--- src/hw/tpb_pkg.sv ---
/*
  Shared constants of the timer pulse channel: register byte offsets,
  control and status bit positions, reset values and clock source codes.
  Assumes a 32-bit classic Wishbone bus with byte addressing.
*/
package tpb_pkg;

  ////////////////////////////////////////////////////////////////////////
  // Widths
  localparam int CNT_W = 16;
  localparam int ADR_W = 8;
  localparam int DAT_W = 32;

  ////////////////////////////////////////////////////////////////////////
  // Register byte offsets
  localparam logic [7:0] OFS_CTRL   = 8'h00;
  localparam logic [7:0] OFS_IRQ_EN = 8'h04;
  localparam logic [7:0] OFS_STATUS = 8'h08;
  localparam logic [7:0] OFS_COUNT  = 8'h0C;
  localparam logic [7:0] OFS_CAPCMP = 8'h10;
  localparam logic [7:0] OFS_BUFFER = 8'h14;

  ////////////////////////////////////////////////////////////////////////
  // Control register fields
  localparam int CTRL_W        = 9;
  localparam int CB_STOP       = 0;
  localparam int CB_CLEAR_EN   = 1;
  localparam int CB_CAPTURE    = 2;
  localparam int CB_BUFFER_EN  = 3;
  localparam int CB_OUT_EN     = 4;
  localparam int CB_CLK_LO     = 5;
  localparam int CB_CLK_HI     = 6;
  localparam int CB_DOWN       = 7;
  localparam int CB_XFER_EN    = 8;
  localparam logic [8:0] CTRL_RESET = 9'h001;

  ////////////////////////////////////////////////////////////////////////
  // Status and interrupt enable fields
  localparam int ST_W   = 3;
  localparam int SB_MCF = 0;
  localparam int SB_OVF = 1;
  localparam int SB_UNF = 2;
  localparam logic [2:0] ST_RESET = 3'h0;

  ////////////////////////////////////////////////////////////////////////
  // Count clock sources
  localparam logic [1:0] CLK_INTERNAL = 2'h0;
  localparam logic [1:0] CLK_EXT_RISE = 2'h1;
  localparam logic [1:0] CLK_EXT_BOTH = 2'h2;
  localparam logic [1:0] CLK_PHASE    = 2'h3;

  localparam logic [15:0] CNT_ZERO = 16'h0000;
  localparam logic [15:0] CNT_MAX  = 16'hFFFF;
  localparam logic [15:0] CNT_ONE  = 16'h0001;

endpackage

--- src/hw/tpb_clock_decode.sv ---
/*
  Count clock decoder: turns the selected count source into one-cycle
  up and down ticks. Assumes the external inputs are synchronous to the
  system clock and meet the pulse width limits of the source.
*/
`timescale 1ns/10ps
module tpb_clock_decode (
  // Clock, reset, enable
  input  wire logic       i_clk,
  input  wire logic       i_resetn,
  input  wire logic       i_ce,
  // Source selection
  input  wire logic [1:0] i_sel,
  input  wire logic       i_down,
  // External count inputs
  input  wire logic       i_ext_a,
  input  wire logic       i_ext_b,
  // Ticks
  output logic            o_up,
  output logic            o_dn
);

  logic a_d_r;
  logic b_d_r;
  logic any_chg;

  ////////////////////////////////////////////////////////////////////////
  // Previous levels
  always_ff @(posedge i_clk) begin
    if (!i_resetn) begin
      a_d_r <= 1'b0;
      b_d_r <= 1'b0;
    end else if (i_ce) begin
      a_d_r <= i_ext_a;
      b_d_r <= i_ext_b;
    end
  end

  assign any_chg = (i_ext_a ^ a_d_r) | (i_ext_b ^ b_d_r);

  ////////////////////////////////////////////////////////////////////////
  // Tick generation
  always_comb begin
    o_up = 1'b0;
    o_dn = 1'b0;
    case (i_sel)
      tpb_pkg::CLK_INTERNAL: begin
        o_up = !i_down;
        o_dn = i_down;
      end
      tpb_pkg::CLK_EXT_RISE: begin
        o_up = !i_down & i_ext_a & !a_d_r;
        o_dn = i_down & i_ext_a & !a_d_r;
      end
      tpb_pkg::CLK_EXT_BOTH: begin
        o_up = !i_down & (i_ext_a ^ a_d_r);
        o_dn = i_down & (i_ext_a ^ a_d_r);
      end
      tpb_pkg::CLK_PHASE: begin
        o_up = any_chg & (i_ext_a ^ b_d_r);
        o_dn = any_chg & !(i_ext_a ^ b_d_r);
      end
      default: begin
        o_up = 1'b0;
        o_dn = 1'b0;
      end
    endcase
  end

endmodule

--- src/hw/tpb_timer_channel.sv ---
/*
  One timer pulse channel with counter, capture/compare and buffer
  registers, contention priorities and a classic Wishbone slave.
  Assumes a single-cycle Wishbone master and synchronous pin inputs.
*/
//
// Summary of operation
// - Stopped after reset until stop bit cleared
// - Clear on last matching state, period N+1
// - Clear beats counter write in second state
// - Counter write beats increment in second state
// - Compare register write suppresses that match
// - Buffer transfer uses buffer before write
// - Capture in first state reads new value
// - Capture beats compare register write
// - Capture buffer transfer beats buffer write
// - Clear suppresses overflow and underflow flags
// - Counter write suppresses overflow/underflow flags
// - Flags frozen while stopped; disable interrupts first
// - Clear flag by zero after one read
// - Interrupt while flag and enable set
`timescale 1ns/10ps
module tpb_timer_channel (
  // Clock, reset, enable
  input  wire logic        I_CLK,
  input  wire logic        I_RESETN,
  input  wire logic        I_CE,
  // Wishbone slave
  input  wire logic        I_WB_CYC,
  input  wire logic        I_WB_STB,
  input  wire logic        I_WB_WE,
  input  wire logic [7:0]  I_WB_ADR,
  input  wire logic [3:0]  I_WB_SEL,
  input  wire logic [31:0] I_WB_DAT,
  output logic      [31:0] O_WB_DAT,
  output logic             O_WB_ACK,
  // Timer pins
  input  wire logic        I_EXT_CLOCK_A,
  input  wire logic        I_EXT_CLOCK_B,
  input  wire logic        I_CAPTURE_PIN,
  output logic             O_COMPARE_OUT,
  output logic             O_COMPARE_OE,
  // Interrupt and transfer controller
  output logic             O_IRQ,
  output logic             O_XFER_REQ,
  input  wire logic        I_XFER_ACK
);

  typedef enum logic {TPB_BUS_IDLE, TPB_BUS_T2} tpb_bus_t;

  tpb_bus_t    state_r;
  logic [8:0]  ctrl_r;
  logic [8:0]  ctrl_nxt;
  logic [2:0]  irq_en_r;
  logic [2:0]  irq_en_nxt;
  logic [2:0]  status_r;
  logic [2:0]  status_nxt;
  logic [2:0]  seen_r;
  logic [15:0] count_r;
  logic [15:0] count_nxt;
  logic [15:0] capcmp_r;
  logic [15:0] capcmp_nxt;
  logic [15:0] buffer_r;
  logic [15:0] buffer_nxt;
  logic        cap_d_r;
  logic        acc_t1;
  logic        acc_t2;
  logic        run;
  logic        tick_up;
  logic        tick_dn;
  logic        ev_up;
  logic        ev_dn;
  logic        wr_ctrl;
  logic        wr_irq_en;
  logic        wr_status;
  logic        wr_count;
  logic        wr_capcmp;
  logic        wr_buffer;
  logic        match_now;
  logic        capture_ev;
  logic        clear_ev;
  logic        ovf_ev;
  logic        unf_ev;
  logic [15:0] wval_count;
  logic [15:0] wval_capcmp;
  logic [15:0] wval_buffer;
  logic [31:0] rd_data;
  logic [2:0]  st_clr;

  ////////////////////////////////////////////////////////////////////////
  // Helpers
  function automatic logic hit(input logic [7:0] adr,
                               input logic [7:0] ofs);
    hit = (adr == ofs);
  endfunction

  function automatic logic [15:0] merge16(input logic [15:0] old,
                                          input logic [31:0] wd,
                                          input logic [3:0]  sel);
    merge16 = {sel[1] ? wd[15:8] : old[15:8],
               sel[0] ? wd[7:0]  : old[7:0]};
  endfunction

  ////////////////////////////////////////////////////////////////////////
  // Bus cycle states
  assign acc_t1 = (state_r == TPB_BUS_IDLE) & I_WB_CYC & I_WB_STB;
  assign acc_t2 = (state_r == TPB_BUS_T2);

  always_ff @(posedge I_CLK) begin
    if (!I_RESETN) begin
      state_r  <= TPB_BUS_IDLE;
      O_WB_ACK <= 1'b0;
    end else if (I_CE) begin
      case (state_r)
        TPB_BUS_IDLE: begin
          if (acc_t1) begin
            state_r  <= TPB_BUS_T2;
            O_WB_ACK <= 1'b1;
          end
        end
        TPB_BUS_T2: begin
          state_r  <= TPB_BUS_IDLE;
          O_WB_ACK <= 1'b0;
        end
        default: begin
          state_r  <= TPB_BUS_IDLE;
          O_WB_ACK <= 1'b0;
        end
      endcase
    end
  end

  ////////////////////////////////////////////////////////////////////////
  // Write decode, only control while stopped
  assign run       = !ctrl_r[tpb_pkg::CB_STOP];
  assign wr_ctrl   = acc_t2 & I_WB_WE & hit(I_WB_ADR, tpb_pkg::OFS_CTRL);
  assign wr_irq_en = acc_t2 & I_WB_WE & run
                     & hit(I_WB_ADR, tpb_pkg::OFS_IRQ_EN);
  assign wr_status = acc_t2 & I_WB_WE & run
                     & hit(I_WB_ADR, tpb_pkg::OFS_STATUS);
  assign wr_count  = acc_t2 & I_WB_WE & run
                     & hit(I_WB_ADR, tpb_pkg::OFS_COUNT);
  assign wr_capcmp = acc_t2 & I_WB_WE & run
                     & hit(I_WB_ADR, tpb_pkg::OFS_CAPCMP);
  assign wr_buffer = acc_t2 & I_WB_WE & run
                     & hit(I_WB_ADR, tpb_pkg::OFS_BUFFER);

  assign wval_count  = merge16(count_r, I_WB_DAT, I_WB_SEL);
  assign wval_capcmp = merge16(capcmp_r, I_WB_DAT, I_WB_SEL);
  assign wval_buffer = merge16(buffer_r, I_WB_DAT, I_WB_SEL);

  ////////////////////////////////////////////////////////////////////////
  // Count source
  tpb_clock_decode u_clock_decode (
    .i_clk    (I_CLK),
    .i_resetn (I_RESETN),
    .i_ce     (I_CE),
    .i_sel    (ctrl_r[tpb_pkg::CB_CLK_HI:tpb_pkg::CB_CLK_LO]),
    .i_down   (ctrl_r[tpb_pkg::CB_DOWN]),
    .i_ext_a  (I_EXT_CLOCK_A),
    .i_ext_b  (I_EXT_CLOCK_B),
    .o_up     (tick_up),
    .o_dn     (tick_dn)
  );

  ////////////////////////////////////////////////////////////////////////
  // Timer events
  assign ev_up      = run & tick_up;
  assign ev_dn      = run & tick_dn;
  assign capture_ev = run & ctrl_r[tpb_pkg::CB_CAPTURE]
                      & I_CAPTURE_PIN & !cap_d_r;
  assign match_now  = !ctrl_r[tpb_pkg::CB_CAPTURE] & (ev_up | ev_dn)
                      & (count_r == capcmp_r) & !wr_capcmp;
  assign clear_ev   = ctrl_r[tpb_pkg::CB_CLEAR_EN]
                      & (ctrl_r[tpb_pkg::CB_CAPTURE] ? capture_ev
                                                     : match_now);
  assign ovf_ev     = ev_up & (count_r == tpb_pkg::CNT_MAX);
  assign unf_ev     = ev_dn & (count_r == tpb_pkg::CNT_ZERO);

  ////////////////////////////////////////////////////////////////////////
  // Next values
  always_comb begin
    ctrl_nxt = wr_ctrl ? I_WB_DAT[8:0] : ctrl_r;
    irq_en_nxt = wr_irq_en ? I_WB_DAT[2:0] : irq_en_r;
    if (clear_ev) begin
      count_nxt = tpb_pkg::CNT_ZERO;
    end else if (wr_count) begin
      count_nxt = wval_count;
    end else if (ev_up) begin
      count_nxt = count_r + tpb_pkg::CNT_ONE;
    end else if (ev_dn) begin
      count_nxt = count_r - tpb_pkg::CNT_ONE;
    end else begin
      count_nxt = count_r;
    end
    if (capture_ev) begin
      capcmp_nxt = count_r;
    end else if (wr_capcmp) begin
      capcmp_nxt = wval_capcmp;
    end else if (match_now & ctrl_r[tpb_pkg::CB_BUFFER_EN]) begin
      capcmp_nxt = buffer_r;
    end else begin
      capcmp_nxt = capcmp_r;
    end
    if (capture_ev & ctrl_r[tpb_pkg::CB_BUFFER_EN]) begin
      buffer_nxt = capcmp_r;
    end else if (wr_buffer) begin
      buffer_nxt = wval_buffer;
    end else begin
      buffer_nxt = buffer_r;
    end
  end

  ////////////////////////////////////////////////////////////////////////
  // Status flags, set wins over clear
  always_comb begin
    st_clr = 3'h0;
    if (wr_status) begin
      st_clr = seen_r & ~I_WB_DAT[2:0];
    end
    if (run & I_XFER_ACK & ctrl_r[tpb_pkg::CB_XFER_EN]) begin
      st_clr[tpb_pkg::SB_MCF] = 1'b1;
    end
    status_nxt = status_r & ~st_clr;
    if (match_now | capture_ev) begin
      status_nxt[tpb_pkg::SB_MCF] = 1'b1;
    end
    if (ovf_ev & !clear_ev & !wr_count) begin
      status_nxt[tpb_pkg::SB_OVF] = 1'b1;
    end
    if (unf_ev & !clear_ev & !wr_count) begin
      status_nxt[tpb_pkg::SB_UNF] = 1'b1;
    end
  end

  ////////////////////////////////////////////////////////////////////////
  // Read mux from next values
  always_comb begin
    rd_data = 32'h0000_0000;
    if (hit(I_WB_ADR, tpb_pkg::OFS_CTRL)) begin
      rd_data[8:0] = ctrl_r;
    end else if (run) begin
      if (hit(I_WB_ADR, tpb_pkg::OFS_IRQ_EN)) begin
        rd_data[2:0] = irq_en_r;
      end else if (hit(I_WB_ADR, tpb_pkg::OFS_STATUS)) begin
        rd_data[2:0] = status_nxt;
      end else if (hit(I_WB_ADR, tpb_pkg::OFS_COUNT)) begin
        rd_data[15:0] = count_nxt;
      end else if (hit(I_WB_ADR, tpb_pkg::OFS_CAPCMP)) begin
        rd_data[15:0] = capcmp_nxt;
      end else if (hit(I_WB_ADR, tpb_pkg::OFS_BUFFER)) begin
        rd_data[15:0] = buffer_nxt;
      end
    end
  end

  always_ff @(posedge I_CLK) begin
    if (!I_RESETN) begin
      O_WB_DAT <= 32'h0000_0000;
    end else if (I_CE & acc_t1 & !I_WB_WE) begin
      O_WB_DAT <= rd_data;
    end
  end

  ////////////////////////////////////////////////////////////////////////
  // Register state
  always_ff @(posedge I_CLK) begin
    if (!I_RESETN) begin
      ctrl_r   <= tpb_pkg::CTRL_RESET;
      irq_en_r <= tpb_pkg::ST_RESET;
      count_r  <= tpb_pkg::CNT_ZERO;
      capcmp_r <= tpb_pkg::CNT_MAX;
      buffer_r <= tpb_pkg::CNT_MAX;
      cap_d_r  <= 1'b0;
    end else if (I_CE) begin
      ctrl_r   <= ctrl_nxt;
      irq_en_r <= irq_en_nxt;
      count_r  <= count_nxt;
      capcmp_r <= capcmp_nxt;
      buffer_r <= buffer_nxt;
      cap_d_r  <= I_CAPTURE_PIN;
    end
  end

  always_ff @(posedge I_CLK) begin
    if (!I_RESETN) begin
      status_r <= tpb_pkg::ST_RESET;
      seen_r   <= tpb_pkg::ST_RESET;
    end else if (I_CE) begin
      status_r <= status_nxt;
      if (acc_t1 & !I_WB_WE & run & hit(I_WB_ADR, tpb_pkg::OFS_STATUS)) begin
        seen_r <= status_nxt;
      end else begin
        seen_r <= seen_r & status_nxt;
      end
    end
  end

  ////////////////////////////////////////////////////////////////////////
  // Interrupt, transfer request and compare pin
  always_ff @(posedge I_CLK) begin
    if (!I_RESETN) begin
      O_IRQ         <= 1'b0;
      O_XFER_REQ    <= 1'b0;
      O_COMPARE_OUT <= 1'b0;
      O_COMPARE_OE  <= 1'b0;
    end else if (I_CE) begin
      O_IRQ         <= |(status_nxt & irq_en_nxt);
      O_XFER_REQ    <= status_nxt[tpb_pkg::SB_MCF]
                       & ctrl_nxt[tpb_pkg::CB_XFER_EN];
      O_COMPARE_OE  <= ctrl_nxt[tpb_pkg::CB_OUT_EN]
                       & !ctrl_nxt[tpb_pkg::CB_CAPTURE];
      if (match_now) begin
        O_COMPARE_OUT <= !O_COMPARE_OUT;
      end
    end
  end
endmodule

--- config.mk ---
export PLATFORM = sky130hd
export DESIGN_NAME = tpb_timer_channel
export DESIGN_NICKNAME = d
export VERILOG_FILES = /design/src/hw/tpb_pkg.sv /design/src/hw/tpb_clock_decode.sv /design/src/hw/tpb_timer_channel.sv
export SDC_FILE = /design/constraint.sdc
export NUM_CORES = 1
export LEC_CHECK = 0
export ABC_AREA = 1
export BUFFER_PORTS_ARGS = -buffer_cell sky130_fd_sc_hd__buf_2
export CAP_MARGIN = 5
export CORE_UTILIZATION = 59
export DETAILED_ROUTE_END_ITERATION = 8
export PLACE_DENSITY_LB_ADDON = 0.25
export SETUP_SLACK_MARGIN = 0.5
export SYNTH_ARGS = -nofsm -noshare
export SYNTH_HDL_FRONTEND = slang
export SYNTH_HIERARCHICAL = 1
export SYNTH_SLANG_ARGS = --single-unit
--- constraint.sdc ---
create_clock -name I_CLK -period 2.3 [get_ports I_CLK]
set_input_delay 0 -clock I_CLK [delete_from_list [all_inputs] [get_ports I_CLK]]
set_output_delay 0 -clock I_CLK [all_outputs]
set_load 0.005 [all_outputs]
==> run_results.csv <==
group,metric,value,unit
grt,grt-ovfl-total,0,
clocking,clockRootBuffer,"clkbuf_8",
clocking,cts_buffer_depth,2,
synth,synthCells,1075,
sta,drv_slew,0,
flow_run,cap_violations,0,
critical_path,crit_type,"reg2reg",
grt,first_global_vias,7159,
clocking,clkTransAtPathRegs,100,ps
routing,drc,0,
critical_path,slowest_stage,"dfxtp_2",
routing,ant_nets,0,
critical_path,timing.critical_path.buf_inv,2,
sta,setup_ws,-165,ps
grt,antenna_found_initial,0,
pwr,cellLeakagePower,0.00386,uW
synth,ys_warn_count,6,
grt,gr-usage-all-layers,39.8,%
routing,vias,7957,
synth,yosysUniqueCellTypes,47,
layout,layout-drive-gt1-share,25.5,%
placed_design,place_hpwl,16000,um
clocking,tritoncts,"yes",
die,die_h,108,um
routing,via_per_inst,6.06,
sta,fmax,0.406,GHz
critical_path,critPathTopFamily,"simple AND/OR/NAND/NOR gates",
routing,drt-initial-drc-count,814,
synth,yosysSeqAreaShare,27.5,%
sta,finalHoldViolations,0,
die,dieArea,0.0117,mm^2
die,num_rows,38,
layout,final_cell_mix,"nand2_1, a21oi_1, inv_1, o21ai_0, dfxtp_1",
synth,synth_edf_count,0,
placed_design,place.gp.congestion,0.970,
run_status,violations,"setup timing",
die,initial_core_util,60.8,%
die,die_w,108,um
synth,synth-async-reset-ratio,0,%
synth,ys_seq_elements,91,
critical_path,path_cells,"inv_2, nand2_2, nand2_1, nand2_1, nand3_1, nand2_1, nand2_2, nand2_4, nand2_2, nor2_2, nand2_2, nor2_4, buf_6, nand2_4, nand2_4, nand2_8, nand3b_1, nand2_2, a22o_1, nand3_1, o21ai_1",
min_path,worst_hold_startpoint,"I_WB_DAT[4]",
critical_path,cp_common_cell,"nand2_2",
pwr,peakVddDrop,0.475,mV
sta,fin_skew,14.0,ps
critical_path,reg2reg_from,"u_clock_decode/a_d_r$_SDFFE_PN0P_",
die,io_pins,91,
clocking,clk_latency,400,ps
sta,maxSlewHeadroom,48.2,%
critical_path,worst_ep_arrival_time,2750,ps
critical_path,critical_path.max_stage_delay,370,ps
synth,netlist_area,0.00663,mm^2
routing,wirelength,23500,um
critical_path,start_kind,"flop",
layout,insertedDiodeCount,0,
sta,holdWs,42.0,ps
sta,rsz0062_at_grt,"yes",
synth,avgSynthCellArea,6.16,um^2
placed_design,numPortBuffers,56,
critical_path,path_max_fanout,6,
placed_design,pre_cts_slack,-81.3,ps
synth,synth_flop_cell,"dfxtp_1",
clocking,numCtsBuffers,9,
layout,syn_to_final_growth,22.3,%
layout,final_nets,1223,
grt,grt_pass1_wl,35400,um
critical_path,critPathRequiredTime,2590,ps
sta,finalSetupViolCount,21,
clocking,htree_levels,3,
routing,wl_per_cell,17.9,um
grt,grt_max_degree,100,
critical_path,worstSetupStartpoint,"u_clock_decode/a_d_r$_SDFFE_PN0P_",
run_status,outcome,"finished, violations left",
min_path,hold_class,"in2reg",
sta,final.min_clock_period,2460,ps
layout,fillCellCount,903,
layout,final_common_cell,"nand2_1",
sta,finalCritPeriodShare,107,%
pwr,pwr_density_cell,438,mW/mm^2
routing,first_pass_iters,5,
clocking,clock_sinks,91,
critical_path,end_kind,"flop",
sta,worstMarginPinSlew,776,ps
die,core,0.0109,mm^2
==> state kept, by name (all words and copies together), names as in the netlist <==
register and count:
O_WB_DAT 16, buffer_r 16, capcmp_r 16, count_r 16
ctrl_r 9, irq_en_r 3, seen_r 3, status_r 3
O_COMPARE_OE 1, O_COMPARE_OUT 1, O_IRQ 1, O_WB_ACK 1
O_XFER_REQ 1, acc_t2 1, cap_d_r 1, u_clock_decode/a_d_r 1
u_clock_decode/b_d_r 1
==> worst min-delay path: stages <==
cell and delay (ps):
buf_2 120, nor2_1 100, nor2_1 70, nand2_1 60
a21oi_1 50
==> cell usage after synthesis (11+ instances only) <==
cell type	number	area (um^2)
nand3_1	59	295
buf_4	22	165
a21oi_1	118	591
o21ai_0	110	551
nand2_1	291	1090
dfxtp_1	91	1820
inv_1	98	368
xor2_1	11	96.3
nor2_1	62	233
o21ai_1	14	70.1
inv_2	11	41.3
nand4_1	15	93.8
o211ai_1	22	165
buf_2	20	100
clkbuf_1	31	116
==> cells by family (layout without fill, tap and decap cells) <==
group	count (synthesis)	count (layout)	synth area share, %
flip-flops	91	91	27.5
buffers and inverters	195	277	13.3
AND/OR/NAND/NOR	471	471	30.9
XOR/XNOR	15	15	1.98
other	1	16	0.0566
adder cells (fa/ha/maj)	2	2	0.378
AO/OA/AOI/OAI	300	300	25.9
==> per-stage QoR <==
stage	total power, uW	util, %	cell area [um^2]	TNS (ps)	cells
finish	3550	74.4	8100	-1480	1312
global route	3670	74.4	8100	-6450	1312
CTS	3480	70.6	7680	-88.3	1301
detailed placement	2340	66.8	7270	-481	1273
global placement	2330	66.8	7270	-45.9	1273
floorplan	2160	-	6710	0	1090
==> power breakdown <==
part / internal (uW) / switching (uW)
clock network: 505 / 649
registers: 1650 / 75.9
logic: 251 / 420
total: 2400 / 1150
==> final timing paths <==
kind | cells after the start | endpoint | slack [ps]
setup / recovery | 21 | O_IRQ$_SDFFE_PN0P_ | -160
hold / removal | 5 | O_COMPARE_OE$_SDFFE_PN0P_ | 40
setup reg to reg | 21 | O_IRQ$_SDFFE_PN0P_ | -160
hold reg to reg | 2 | O_WB_DAT[12]$_SDFFE_PN0P_ | 460
==> routing by layer <==
layer	GRT usage, %	part of all wire (%)	vias up
met2	64.4	46	529
met5	0	0	-
met3	9.95	11	134
met1	46.7	37	3578
met4	25.7	6.5	0
li1	-	-	3716
==> cell type report <==
| class | count | area (um^2) | share of cell area [%] |
|---|---|---|---|
| Sequential cell | 91 | 1830 | 22.6 |
| Multi-Input combinational cell | 804 | 4360 | 53.8 |
| Timing Repair Buffer | 147 | 1090 | 13.4 |
| Clock buffer | 10 | 128 | 1.57 |
| Inverter | 114 | 455 | 5.62 |
| Clock inverter | 6 | 65.1 | 0.803 |
| Tap cell | 140 | 175 | 2.16 |
==> what timing repair did <==
item / in CTS / in global routing
endpoints found under the hold margin: 11 / 0
pin swaps: 4 / 29
hold buffers: 11 / 0
setup endpoints to repair: 57 / 72
cloned: 0 / 2
gates resized for setup: 38 / 85
buffers inserted: 1 / 9
(Power assumes the default switching activity.)
